<file path="config.mk">
export PLATFORM = sky130hd
export DESIGN_NAME = weekly_time_switch
export DESIGN_NICKNAME = d
export VERILOG_FILES = /design/src/verilog/wts_pkg.sv /design/src/verilog/wts_setting_mem.sv /design/src/verilog/wts_channel_eval.sv /design/src/verilog/weekly_time_switch.sv
export VERILOG_INCLUDE_DIRS = /design/src /design/src/verilog
export SDC_FILE = /design/constraint.sdc
export NUM_CORES = 2
export LEC_CHECK = 0
export BUFFER_PORTS_ARGS = -buffer_cell sky130_fd_sc_hd__buf_2
export CAP_MARGIN = 20
export CORE_MARGIN = 2
export CORE_UTILIZATION = 40
export CTS_CLUSTER_DIAMETER = 80
export CTS_CLUSTER_SIZE = 25
export DETAILED_ROUTE_END_ITERATION = 16
export PLACE_DENSITY_LB_ADDON = 0.05
export SLEW_MARGIN = 0
export SYNTH_ARGS = -nofsm -noshare
export SYNTH_HDL_FRONTEND = slang
export SYNTH_SLANG_ARGS = --single-unit
</file>
<file path="constraint.sdc">
create_clock -name core_clk -period 7.1 [get_ports core_clk]
set_input_delay 1.065 -clock core_clk [delete_from_list [all_inputs] [get_ports core_clk]]
set_output_delay 1.065 -clock core_clk [all_outputs]
set_load 0.02 [all_outputs]
</file>
<file path="src/verilog/wts_defs.svh">
// Offsets, field positions, reset values and counts of the weekly time switch
`ifndef WTS_DEFS_SVH
`define WTS_DEFS_SVH

// Structure of the switch bank
`define WTS_SWITCHES      8
`define WTS_CHANNELS      4
`define WTS_WORDS         32
`define WTS_LAST_IDX      5'h1F
`define WTS_FIRST_IDX     5'h00

// Register byte offsets
`define WTS_CHAN_BASE     8'h00
`define WTS_VIS_OFS       8'h80
`define WTS_STAT_OFS      8'h84
`define WTS_TIME_OFS      8'h88

// Address bit that splits channel words from control registers
`define WTS_CTRL_BIT      7

// Reset values
`define WTS_VIS_RST       8'hFF
`define WTS_WORD_RST      32'h00000000

// Time arithmetic
`define WTS_MIN_PER_HOUR  11'h03C
`define WTS_DAY_FIRST     3'h0
`define WTS_DAY_LAST      3'h6

// Status word fields
`define WTS_STAT_PWR_BIT  8
`define WTS_STAT_RUN_BIT  9

`endif

</file>
<file path="src/verilog/wts_pkg.sv">
// Types shared by the weekly time switch modules
package wts_pkg;

    // Weekday code, Monday first
    typedef enum logic [2:0] {
        DAY_MO = 3'h0,
        DAY_TU = 3'h1,
        DAY_WE = 3'h2,
        DAY_TH = 3'h3,
        DAY_FR = 3'h4,
        DAY_SA = 3'h5,
        DAY_SU = 3'h6
    } day_t;

    // One switching time; set low means unset
    typedef struct packed {
        logic       set;
        logic [4:0] hour;
        logic [5:0] minute;
    } sw_time_t;

    // One channel word as stored
    typedef struct packed {
        logic [1:0] spare;
        logic [2:0] end_day;
        logic [2:0] start_day;
        sw_time_t   off_time;
        sw_time_t   on_time;
    } chan_cfg_t;

    // Current time from the battery-backed clock
    typedef struct packed {
        logic [2:0] day;
        logic [4:0] hour;
        logic [5:0] minute;
    } rtc_time_t;

    // Scan sequencer states
    typedef enum logic [0:0] {
        S_OFF  = 1'b0,
        S_SCAN = 1'b1
    } scan_state_t;

endpackage

</file>
<file path="src/verilog/wts_setting_mem.sv">
// Channel setting store with one write port and two registered read ports
`timescale 1ns/1ps
`include "wts_defs.svh"
module wts_setting_mem (
    // Clock, reset, enable
    input  logic        core_clk,
    input  logic        rst,
    input  logic        ce,
    // Write port
    input  logic        wr_en,
    input  logic [4:0]  wr_idx,
    input  logic [31:0] wr_data,
    // Read port for the scanner
    input  logic [4:0]  a_idx,
    output logic [31:0] a_data,
    // Read port for the register bus
    input  logic [4:0]  b_idx,
    output logic [31:0] b_data
);
    import wts_pkg::*;

    logic [31:0] mem_q [`WTS_WORDS];  // Setting words

    // Reset clears all words so every time starts unset
    always_ff @(posedge core_clk)
    begin
        if (rst)
        begin
            for (int i = 0; i < `WTS_WORDS; i++)
            begin
                mem_q[i] <= `WTS_WORD_RST;
            end
            a_data <= `WTS_WORD_RST;
            b_data <= `WTS_WORD_RST;
        end
        else if (ce)
        begin
            if (wr_en)
            begin
                mem_q[wr_idx] <= wr_data;
            end
            a_data <= mem_q[a_idx];
            b_data <= mem_q[b_idx];
        end
    end
endmodule

</file>
<file path="src/verilog/wts_channel_eval.sv">
// Compares one channel's settings against the current weekday and time
`timescale 1ns/1ps
`include "wts_defs.svh"
module wts_channel_eval (
    // Channel settings and current time
    input  wts_pkg::chan_cfg_t cfg,
    input  wts_pkg::rtc_time_t now,
    // Results
    output logic               win,
    output logic               on_hit,
    output logic               off_hit
);
    import wts_pkg::*;

    // Minutes since midnight
    function automatic logic [10:0] to_min(input logic [4:0] h, input logic [5:0] m);
        to_min = {6'h00, h} * `WTS_MIN_PER_HOUR + {5'h00, m};
    endfunction

    // Span check, wrapping past Sunday when end precedes start
    function automatic logic in_span(input logic [2:0] d, input logic [2:0] s,
                                     input logic [2:0] e);
        if (s <= e)
            in_span = (d >= s) && (d <= e);
        else
            in_span = (d >= s) || (d <= e);
    endfunction

    logic [10:0] now_m;   // Current minute of day
    logic [10:0] on_m;    // On minute of day
    logic [10:0] off_m;   // Off minute of day
    logic [2:0]  prev_d;  // Day before today
    logic        today;   // Today inside span
    logic        yday;    // Yesterday inside span
    logic        late;    // Off falls on the next day

    // Window and edge detection
    always_comb
    begin
        now_m   = to_min(now.hour, now.minute);
        on_m    = to_min(cfg.on_time.hour, cfg.on_time.minute);
        off_m   = to_min(cfg.off_time.hour, cfg.off_time.minute);
        prev_d  = (now.day == `WTS_DAY_FIRST) ? `WTS_DAY_LAST : now.day - 3'h1;
        today   = in_span(now.day, cfg.start_day, cfg.end_day);
        yday    = in_span(prev_d, cfg.start_day, cfg.end_day);
        // Equal times mean a full day, midnight to midnight included
        late    = (off_m <= on_m);
        win     = 1'b0;
        // Only a channel with both times set forms a window
        if (cfg.on_time.set && cfg.off_time.set)
        begin
            if (late)
                win = (today && now_m >= on_m) || (yday && now_m < off_m);
            else
                win = today && now_m >= on_m && now_m < off_m;
        end
        on_hit  = cfg.on_time.set && today && (now_m == on_m);
        off_hit = cfg.off_time.set && (now_m == off_m) &&
                  ((cfg.on_time.set && late) ? yday : today);
    end
endmodule

</file>
<file path="src/verilog/weekly_time_switch.sv">
// Eight weekly time switches driving contacts from the real-time clock
// Summary of operation
// - Eight switches, each feeding one contact
// - Four channels per switch, A to D
// - Contact only, no coil input exists
// - Supply absent: contacts open, no switching
// - Channel holds start and end weekday
// - Times 00:00 to 23:59, unset never switches
// - Off before on switches off next day
// - Overlaps combine: any window or latched on closes, an on beats an off
// - Power-up recomputes contacts from all windows; lone on latches start open
// - Contact closed during any active window
// - Midnight to next midnight closes 24 hours
// - Per-switch menu visibility flag
// - Settings editable in run and stop
`timescale 1ns/1ps
`include "wts_defs.svh"
module weekly_time_switch (
    // Clock, reset, enable
    input  logic                core_clk,
    input  logic                rst,
    input  logic                ce,
    // Battery-backed clock and supply monitor
    input  wts_pkg::rtc_time_t  rtc_now,
    input  logic                power_good,
    // Register port
    input  logic [7:0]          addr,
    input  logic [31:0]         wdata,
    input  logic                wr,
    input  logic                rd,
    output logic [31:0]         rdata,
    // Contacts into the user circuit
    output logic [7:0]          weekly_switch_contacts,
    // Front-panel menu flags
    output logic [7:0]          menu_visible
);
    import wts_pkg::*;

    // Pin synchronisers
    rtc_time_t   rtc_s1_q;      // First stage, read by second only
    rtc_time_t   rtc_s1_d;
    rtc_time_t   rtc_s2_q;      // Second stage
    rtc_time_t   rtc_s2_d;
    rtc_time_t   rtc_s3_q;      // Stability sample
    rtc_time_t   rtc_s3_d;
    rtc_time_t   now_q;         // Settled current time
    rtc_time_t   now_d;
    logic        pwr_s1_q;      // First stage, read by second only
    logic        pwr_s1_d;
    logic        pwr_s2_q;      // Synchronised supply state
    logic        pwr_s2_d;

    // Scan sequencer
    scan_state_t state_q;       // Powered or not
    scan_state_t state_d;
    logic [4:0]  rd_idx_q;      // Word being fetched
    logic [4:0]  rd_idx_d;
    logic [4:0]  ev_idx_q;      // Word being evaluated
    logic [4:0]  ev_idx_d;
    logic        ev_vld_q;      // Fetched word is valid
    logic        ev_vld_d;
    rtc_time_t   scan_time_q;   // Time frozen for one pass
    rtc_time_t   scan_time_d;
    logic [7:0]  acc_win_q;     // Windows seen this pass
    logic [7:0]  acc_win_d;
    logic [7:0]  acc_on_q;      // Lone on times reached
    logic [7:0]  acc_on_d;
    logic [7:0]  acc_off_q;     // Off times reached
    logic [7:0]  acc_off_d;
    logic [7:0]  held_q;        // Contacts latched by lone on times
    logic [7:0]  held_d;
    logic [7:0]  contacts_q;    // Contact state
    logic [7:0]  contacts_d;

    // Register side
    logic [7:0]  vis_q;         // Menu visibility flags
    logic [7:0]  vis_d;
    logic        rd_vld_q;      // Read answer cycle
    logic        rd_vld_d;
    logic        rd_mem_q;      // Answer comes from the store
    logic        rd_mem_d;
    logic [31:0] rd_reg_q;      // Control register answer
    logic [31:0] rd_reg_d;

    // Combinational helpers
    logic [31:0] scan_word;     // Store output for the scanner
    logic [31:0] bus_word;      // Store output for the bus
    logic        mem_wr;        // Channel word write
    logic        ch_win;        // Evaluated channel inside window
    logic        ch_on;         // Evaluated lone on time reached
    logic        ch_off;        // Evaluated off time reached
    logic        ch_on_any;     // Any on time reached
    logic [7:0]  sw_mask;       // One-hot switch of evaluated word
    logic [7:0]  win_all;       // Windows including current word
    logic [7:0]  on_all;        // On times including current word
    logic [7:0]  off_all;       // Off times including current word
    logic [7:0]  held_n;        // Latch after a whole pass
    chan_cfg_t   scan_cfg;      // Fetched word as fields

    assign scan_cfg = chan_cfg_t'(scan_word);

    // Channel settings, one word per channel
    wts_setting_mem u_mem (
        .core_clk (core_clk),
        .rst      (rst),
        .ce       (ce),
        .wr_en    (mem_wr),
        .wr_idx   (addr[6:2]),
        .wr_data  (wdata),
        .a_idx    (rd_idx_q),
        .a_data   (scan_word),
        .b_idx    (addr[6:2]),
        .b_data   (bus_word)
    );

    // Single comparator shared over all channels in turn
    wts_channel_eval u_eval (
        .cfg     (scan_cfg),
        .now     (scan_time_q),
        .win     (ch_win),
        .on_hit  (ch_on_any),
        .off_hit (ch_off)
    );

    // A lone on time latches; a paired one is a window already
    assign ch_on = ch_on_any && !scan_cfg.off_time.set;

    // Synchroniser next values
    always_comb
    begin
        rtc_s1_d = rtc_now;
        rtc_s2_d = rtc_s1_q;
        rtc_s3_d = rtc_s2_q;
        pwr_s1_d = power_good;
        pwr_s2_d = pwr_s1_q;
        // Bus of bits may skew; take it only when two samples agree
        now_d    = (rtc_s2_q == rtc_s3_q) ? rtc_s2_q : now_q;
    end

    // Synchroniser registers
    always_ff @(posedge core_clk)
    begin
        if (rst)
        begin
            rtc_s1_q <= '0;
            rtc_s2_q <= '0;
            rtc_s3_q <= '0;
            now_q    <= '0;
            pwr_s1_q <= 1'b0;
            pwr_s2_q <= 1'b0;
        end
        else if (ce)
        begin
            rtc_s1_q <= rtc_s1_d;
            rtc_s2_q <= rtc_s2_d;
            rtc_s3_q <= rtc_s3_d;
            now_q    <= now_d;
            pwr_s1_q <= pwr_s1_d;
            pwr_s2_q <= pwr_s2_d;
        end
    end

    // Scan sequencer next values
    always_comb
    begin
        state_d     = state_q;
        rd_idx_d    = rd_idx_q;
        ev_idx_d    = rd_idx_q;
        ev_vld_d    = 1'b0;
        scan_time_d = scan_time_q;
        acc_win_d   = acc_win_q;
        acc_on_d    = acc_on_q;
        acc_off_d   = acc_off_q;
        held_d      = held_q;
        contacts_d  = contacts_q;
        // Word index bits 4:2 name the switch, 1:0 the channel
        sw_mask     = 8'h01 << ev_idx_q[4:2];
        win_all     = acc_win_q | (ch_win ? sw_mask : 8'h00);
        on_all      = acc_on_q | (ch_on ? sw_mask : 8'h00);
        off_all     = acc_off_q | (ch_off ? sw_mask : 8'h00);
        // Channel order plays no part; an on beats a clear
        held_n      = on_all | (held_q & ~off_all);
        case (state_q)
            S_OFF:
            begin
                // Clock keeps running outside; contacts stay open
                contacts_d = 8'h00;
                held_d     = 8'h00;
                acc_win_d  = 8'h00;
                acc_on_d   = 8'h00;
                acc_off_d  = 8'h00;
                rd_idx_d   = `WTS_FIRST_IDX;
                if (pwr_s2_q)
                begin
                    // First full pass rebuilds every contact
                    state_d = S_SCAN;
                end
            end
            S_SCAN:
            begin
                ev_vld_d = 1'b1;
                rd_idx_d = rd_idx_q + 5'h01;
                if (rd_idx_q == `WTS_FIRST_IDX)
                begin
                    scan_time_d = now_q;
                end
                if (ev_vld_q)
                begin
                    acc_win_d = win_all;
                    acc_on_d  = on_all;
                    acc_off_d = off_all;
                    if (ev_idx_q == `WTS_LAST_IDX)
                    begin
                        // Pass complete: publish and start afresh
                        held_d     = held_n;
                        contacts_d = win_all | held_n;
                        acc_win_d  = 8'h00;
                        acc_on_d   = 8'h00;
                        acc_off_d  = 8'h00;
                    end
                end
                if (!pwr_s2_q)
                begin
                    // Supply lost: drop contacts at once
                    state_d    = S_OFF;
                    contacts_d = 8'h00;
                    held_d     = 8'h00;
                end
            end
            default:
            begin
                state_d = S_OFF;
            end
        endcase
    end

    // Scan sequencer registers
    always_ff @(posedge core_clk)
    begin
        if (rst)
        begin
            state_q     <= S_OFF;
            rd_idx_q    <= `WTS_FIRST_IDX;
            ev_idx_q    <= `WTS_FIRST_IDX;
            ev_vld_q    <= 1'b0;
            scan_time_q <= '0;
            acc_win_q   <= 8'h00;
            acc_on_q    <= 8'h00;
            acc_off_q   <= 8'h00;
            held_q      <= 8'h00;
            contacts_q  <= 8'h00;
        end
        else if (ce)
        begin
            state_q     <= state_d;
            rd_idx_q    <= rd_idx_d;
            ev_idx_q    <= ev_idx_d;
            ev_vld_q    <= ev_vld_d;
            scan_time_q <= scan_time_d;
            acc_win_q   <= acc_win_d;
            acc_on_q    <= acc_on_d;
            acc_off_q   <= acc_off_d;
            held_q      <= held_d;
            contacts_q  <= contacts_d;
        end
    end

    // Channel words sit below the control block
    assign mem_wr = wr && !addr[`WTS_CTRL_BIT];

    // Register port next values
    always_comb
    begin
        vis_d    = vis_q;
        rd_vld_d = rd;
        rd_mem_d = rd && !addr[`WTS_CTRL_BIT];
        rd_reg_d = 32'h00000000;
        // Writes are taken in any operating mode
        if (wr && addr == `WTS_VIS_OFS)
        begin
            vis_d = wdata[7:0];
        end
        if (rd)
        begin
            case (addr)
                `WTS_VIS_OFS:
                begin
                    rd_reg_d = {24'h000000, vis_q};
                end
                `WTS_STAT_OFS:
                begin
                    rd_reg_d[7:0]               = contacts_q;
                    rd_reg_d[`WTS_STAT_PWR_BIT] = pwr_s2_q;
                    rd_reg_d[`WTS_STAT_RUN_BIT] = (state_q == S_SCAN);
                end
                `WTS_TIME_OFS:
                begin
                    rd_reg_d = {18'h00000, now_q};
                end
                default:
                begin
                    // Unmapped and channel reads give zero here
                    rd_reg_d = 32'h00000000;
                end
            endcase
        end
    end

    // Register port registers
    always_ff @(posedge core_clk)
    begin
        if (rst)
        begin
            vis_q    <= `WTS_VIS_RST;
            rd_vld_q <= 1'b0;
            rd_mem_q <= 1'b0;
            rd_reg_q <= 32'h00000000;
        end
        else if (ce)
        begin
            vis_q    <= vis_d;
            rd_vld_q <= rd_vld_d;
            rd_mem_q <= rd_mem_d;
            rd_reg_q <= rd_reg_d;
        end
    end

    // Answer only in the cycle after the strobe
    assign rdata = !rd_vld_q ? 32'h00000000 : (rd_mem_q ? bus_word : rd_reg_q);

    // Contacts follow the clock alone; the circuit cannot drive them
    assign weekly_switch_contacts = contacts_q;
    assign menu_visible           = vis_q;

endmodule

</file>
==> results.json <==
{
  "status": "complete, no violations",
  "std_cell_rows": 148,
  "wl_um": 243800,
  "finClkSkew_ns": 0.06668,
  "syn_avg_cell_area_um2": 14.01,
  "slew_violations": 0,
  "cp.arrival_ns": 6.16,
  "worst_slack_ns": 1.580,
  "post-route-period-util_pct": 77.74,
  "fp.dieW_um": 408.0,
  "chipHeight_um": 408.0,
  "num-fill-cells": 14520,
  "p_leak_uw": 0.02464,
  "maxSlewHeadroom_pct": 19.23,
  "final-setup-viol-count": 0,
  "synth_cell_types": 74,
  "gp_congestion": 0.8206,
  "synth_nets": 4840,
  "hold_viol": 0,
  "drt_iter0_markers": 5004,
  "seq_area_frac_synth_pct": 53.55,
  "cts.repair.resized": 0,
  "yosys-top-cells-count": "1028 x and2_1, 1024 x edfxtp_1, 566 x mux4_2",
  "ir_drop_uv": 171.2,
  "dpl.hpwl_um": 140900,
  "critPathLaunchType": "flop",
  "yosys_warnings": 0,
  "cts_tree": "done",
  "synth_xor_area_share_pct": 0.6307,
  "worst_pin_slew_ns": 1.212,
  "antenna_found_initial": 39,
  "drc_errors": 0,
  "cts_max_path_buffers": 3,
  "final_cells": 6828,
  "final_nets": 4736,
  "cts_htree_levels": 3,
  "yosys.area_share.simple_pct": 14.18,
  "synth-seq-cells": 1234,
  "place_ws_ns": 1.590,
  "detail_route.wl_per_cell_um": 35.71,
  "hold_class": "reg -> reg",
  "path_class": "reg -> reg",
  "path_max_fanout": 8,
  "clk_pin_slew_ns": 0.09,
  "async_flop_share_pct": 0,
  "p_per_area_mw_per_mm2": 225.3,
  "cts_made_buffers": 88,
  "coreArea_mm2": 0.1624,
  "multi_input_area_mm2": 0.02855,
  "die-area_mm2": 0.1664,
  "final.min_clock_period_ns": 5.520,
  "dpl.cell_count": 6641,
  "grt_pass1_vias": 40290,
  "grt_pass1_wl_um": 336400,
  "setup_tns_ns": 0,
  "grt_max_degree": 143,
  "synth_top_area_share_pct": 47.11,
  "synth_fa_ha_area_share_pct": 2.607,
  "synthTopCellsByArea": "edfxtp_1 47%, mux4_2 20%, and2_1 9.9%, dfxtp_1 6.4%, mux2i_1 2.4%",
  "cts_sinks": 1234,
  "drtPass1Iterations": 7,
  "drive_above_1_share_pct": 23.27,
  "grt_overflow": 0,
  "postLayoutCellArea_mm2": 0.07176,
  "ioPinCount": 108,
  "placed_area_mm2": 0.06840,
  "cp_slowest_stage_delay_ns": 0.57,
  "cts_root_buf": "clkbuf_16",
  "io_buffers": 107,
  "synth_top_family_by_area": "multiplexers",
  "synth.cell_area_mm2": 0.06527,
  "syn-instance-count": 4660,
  "syn_to_final_growth_pct": 9.945,
  "yosysTopAreaCell": "edfxtp_1",
  "vias": 40970,
  "synth_edf_count": 1024,
  "start_util_pct": 40.19,
  "grt_setup_unrepaired": "no",
  "clock.fmax_mhz": 181.2,
  "cts_setup_buffers": 0,
  "yosys_most_used_dff": "edfxtp_1",
  "drtAntennaViolNets": 0,
  "worst_setup_path_end_kind": "flop",
  "via_per_inst": 6.000,
  "regArea_mm2": 0.03497,
  "required_ns": 7.74,
  "synth_compound_area_share_pct": 3.650,
  "drv_cap": 0,
  "clk_latency_ns": 0.76,
  "worstPathCellList": "fa_1, inv_1, fa_1, fa_1, inv_1, ha_1, nand2_1, o21ai_0, o21a_1, xor2_1, ha_1, and3_1, nand3_1, a21oi_1, o22a_1, o211ai_1, o311ai_1, mux2_4, or2_1, o31ai_2",
  "crit_slowest_cell": "fa_1",
  "grt_util_all_layers_pct": 29.12,
  "post-synth-top-count-cell": "and2_1",
  "ctsHoldBuffers": 0,
  "cpMostUsedCell": "fa_1",
  "synthMuxAreaShare_pct": 22.27
}
critical path: cells and delay by family, from the launching register on:
kind                       cells  cell delay, ns
AOI/OAI and AO/OA              7            1.34
and+or+nand+nor                4            0.76
adders and majority gates      5            2.23
xor gates and xnor gates       1            0.26
buffers and inverters          2            0.10
DFF                            1            0.36
muxes                          1            0.36
final timing paths:
kind,from,end,slack (ns),cells after the start
worst max register to register,u_mem.a_data[18],acc_off_q[2],1.58,20
worst max-delay path,u_mem.a_data[18],acc_off_q[2],1.58,20
worst min-delay path,acc_on_q[6],acc_on_q[6],0.45,2
worst min register to register,acc_on_q[6],acc_on_q[6],0.45,2
layout make-up:
type                       count  area share [%]
tap                         2175           3.792
timing repair buffer         236           2.450
multi-input combinational   2891           39.79
clock inverter                72           1.426
clock buffer                  94           3.189
sequential                  1234           48.73
antenna                       21         0.07323
inverter                     105          0.5492
power by group:
group / switching [µW] / leakage [µW] / internal [µW] / total (µW)
Combinational: 1120 / 0.0116 / 719 / 1840
Sequential: 198 / 0.0114 / 8160 / 8350
Clock: 3180 / 0.00160 / 2790 / 5980
metal layers:
layer | global-route usage, % | vias up | routed length (µm)
li1 | - | 17250 | -
met1 | 40.00 | 21570 | 100200
met3 | 5.386 | 353 | 20020
met5 | 0 | - | 131
met4 | 9.055 | 18 | 7615
met2 | 46.92 | 1788 | 115900
registers in the layout (all words and copies together), names as in the netlist, 14 cells and up:
register	cells
rtc_s3_q	14
u_mem.mem_q	1024
now_q	14
u_mem.a_data	30
rtc_s2_q	14
u_mem.b_data	32
rtc_s1_q	14
scan_time_q	14
rd_reg_q	14
cells in the final DEF, fill, tap and decap left out, types with 24 or more instances in the layout:
master	n
inv_1	104
nor2_4	33
xor2_1	26
buf_4	115
edfxtp_1	1024
and2_1	1027
a21oi_1	90
nor2b_1	35
nand3_1	36
nand2_1	104
buf_2	100
clkbuf_16	91
or2_2	31
ha_1	96
a211oi_1	44
dfxtp_1	204
o21ai_0	59
mux2i_1	158
fa_1	24
a22oi_1	46
nor2_1	233
mux4_2	566
cells by family after synthesis:
logic type	after synthesis
muxes	742
xor gates and xnor gates	47
adders and majority gates	122
and+or+nand+nor	1628
AOI/OAI and AO/OA	352
buffers and inverters	535
DFF	1234
metrics by stage:
stage / hold slack [ns] / util [%] / total power [µW]
after floorplan: 0.4249 / - / 9594
after global placement: 0.4378 / 42.04 / 10340
after detailed placement: 0.4418 / 42.12 / 10360
after CTS: 0.4556 / 44.16 / 16250
after global routing: 0.4722 / 44.16 / 16650
final: 0.4547 / 44.19 / 16170
Note: power is estimated with default switching activity, not from simulation.
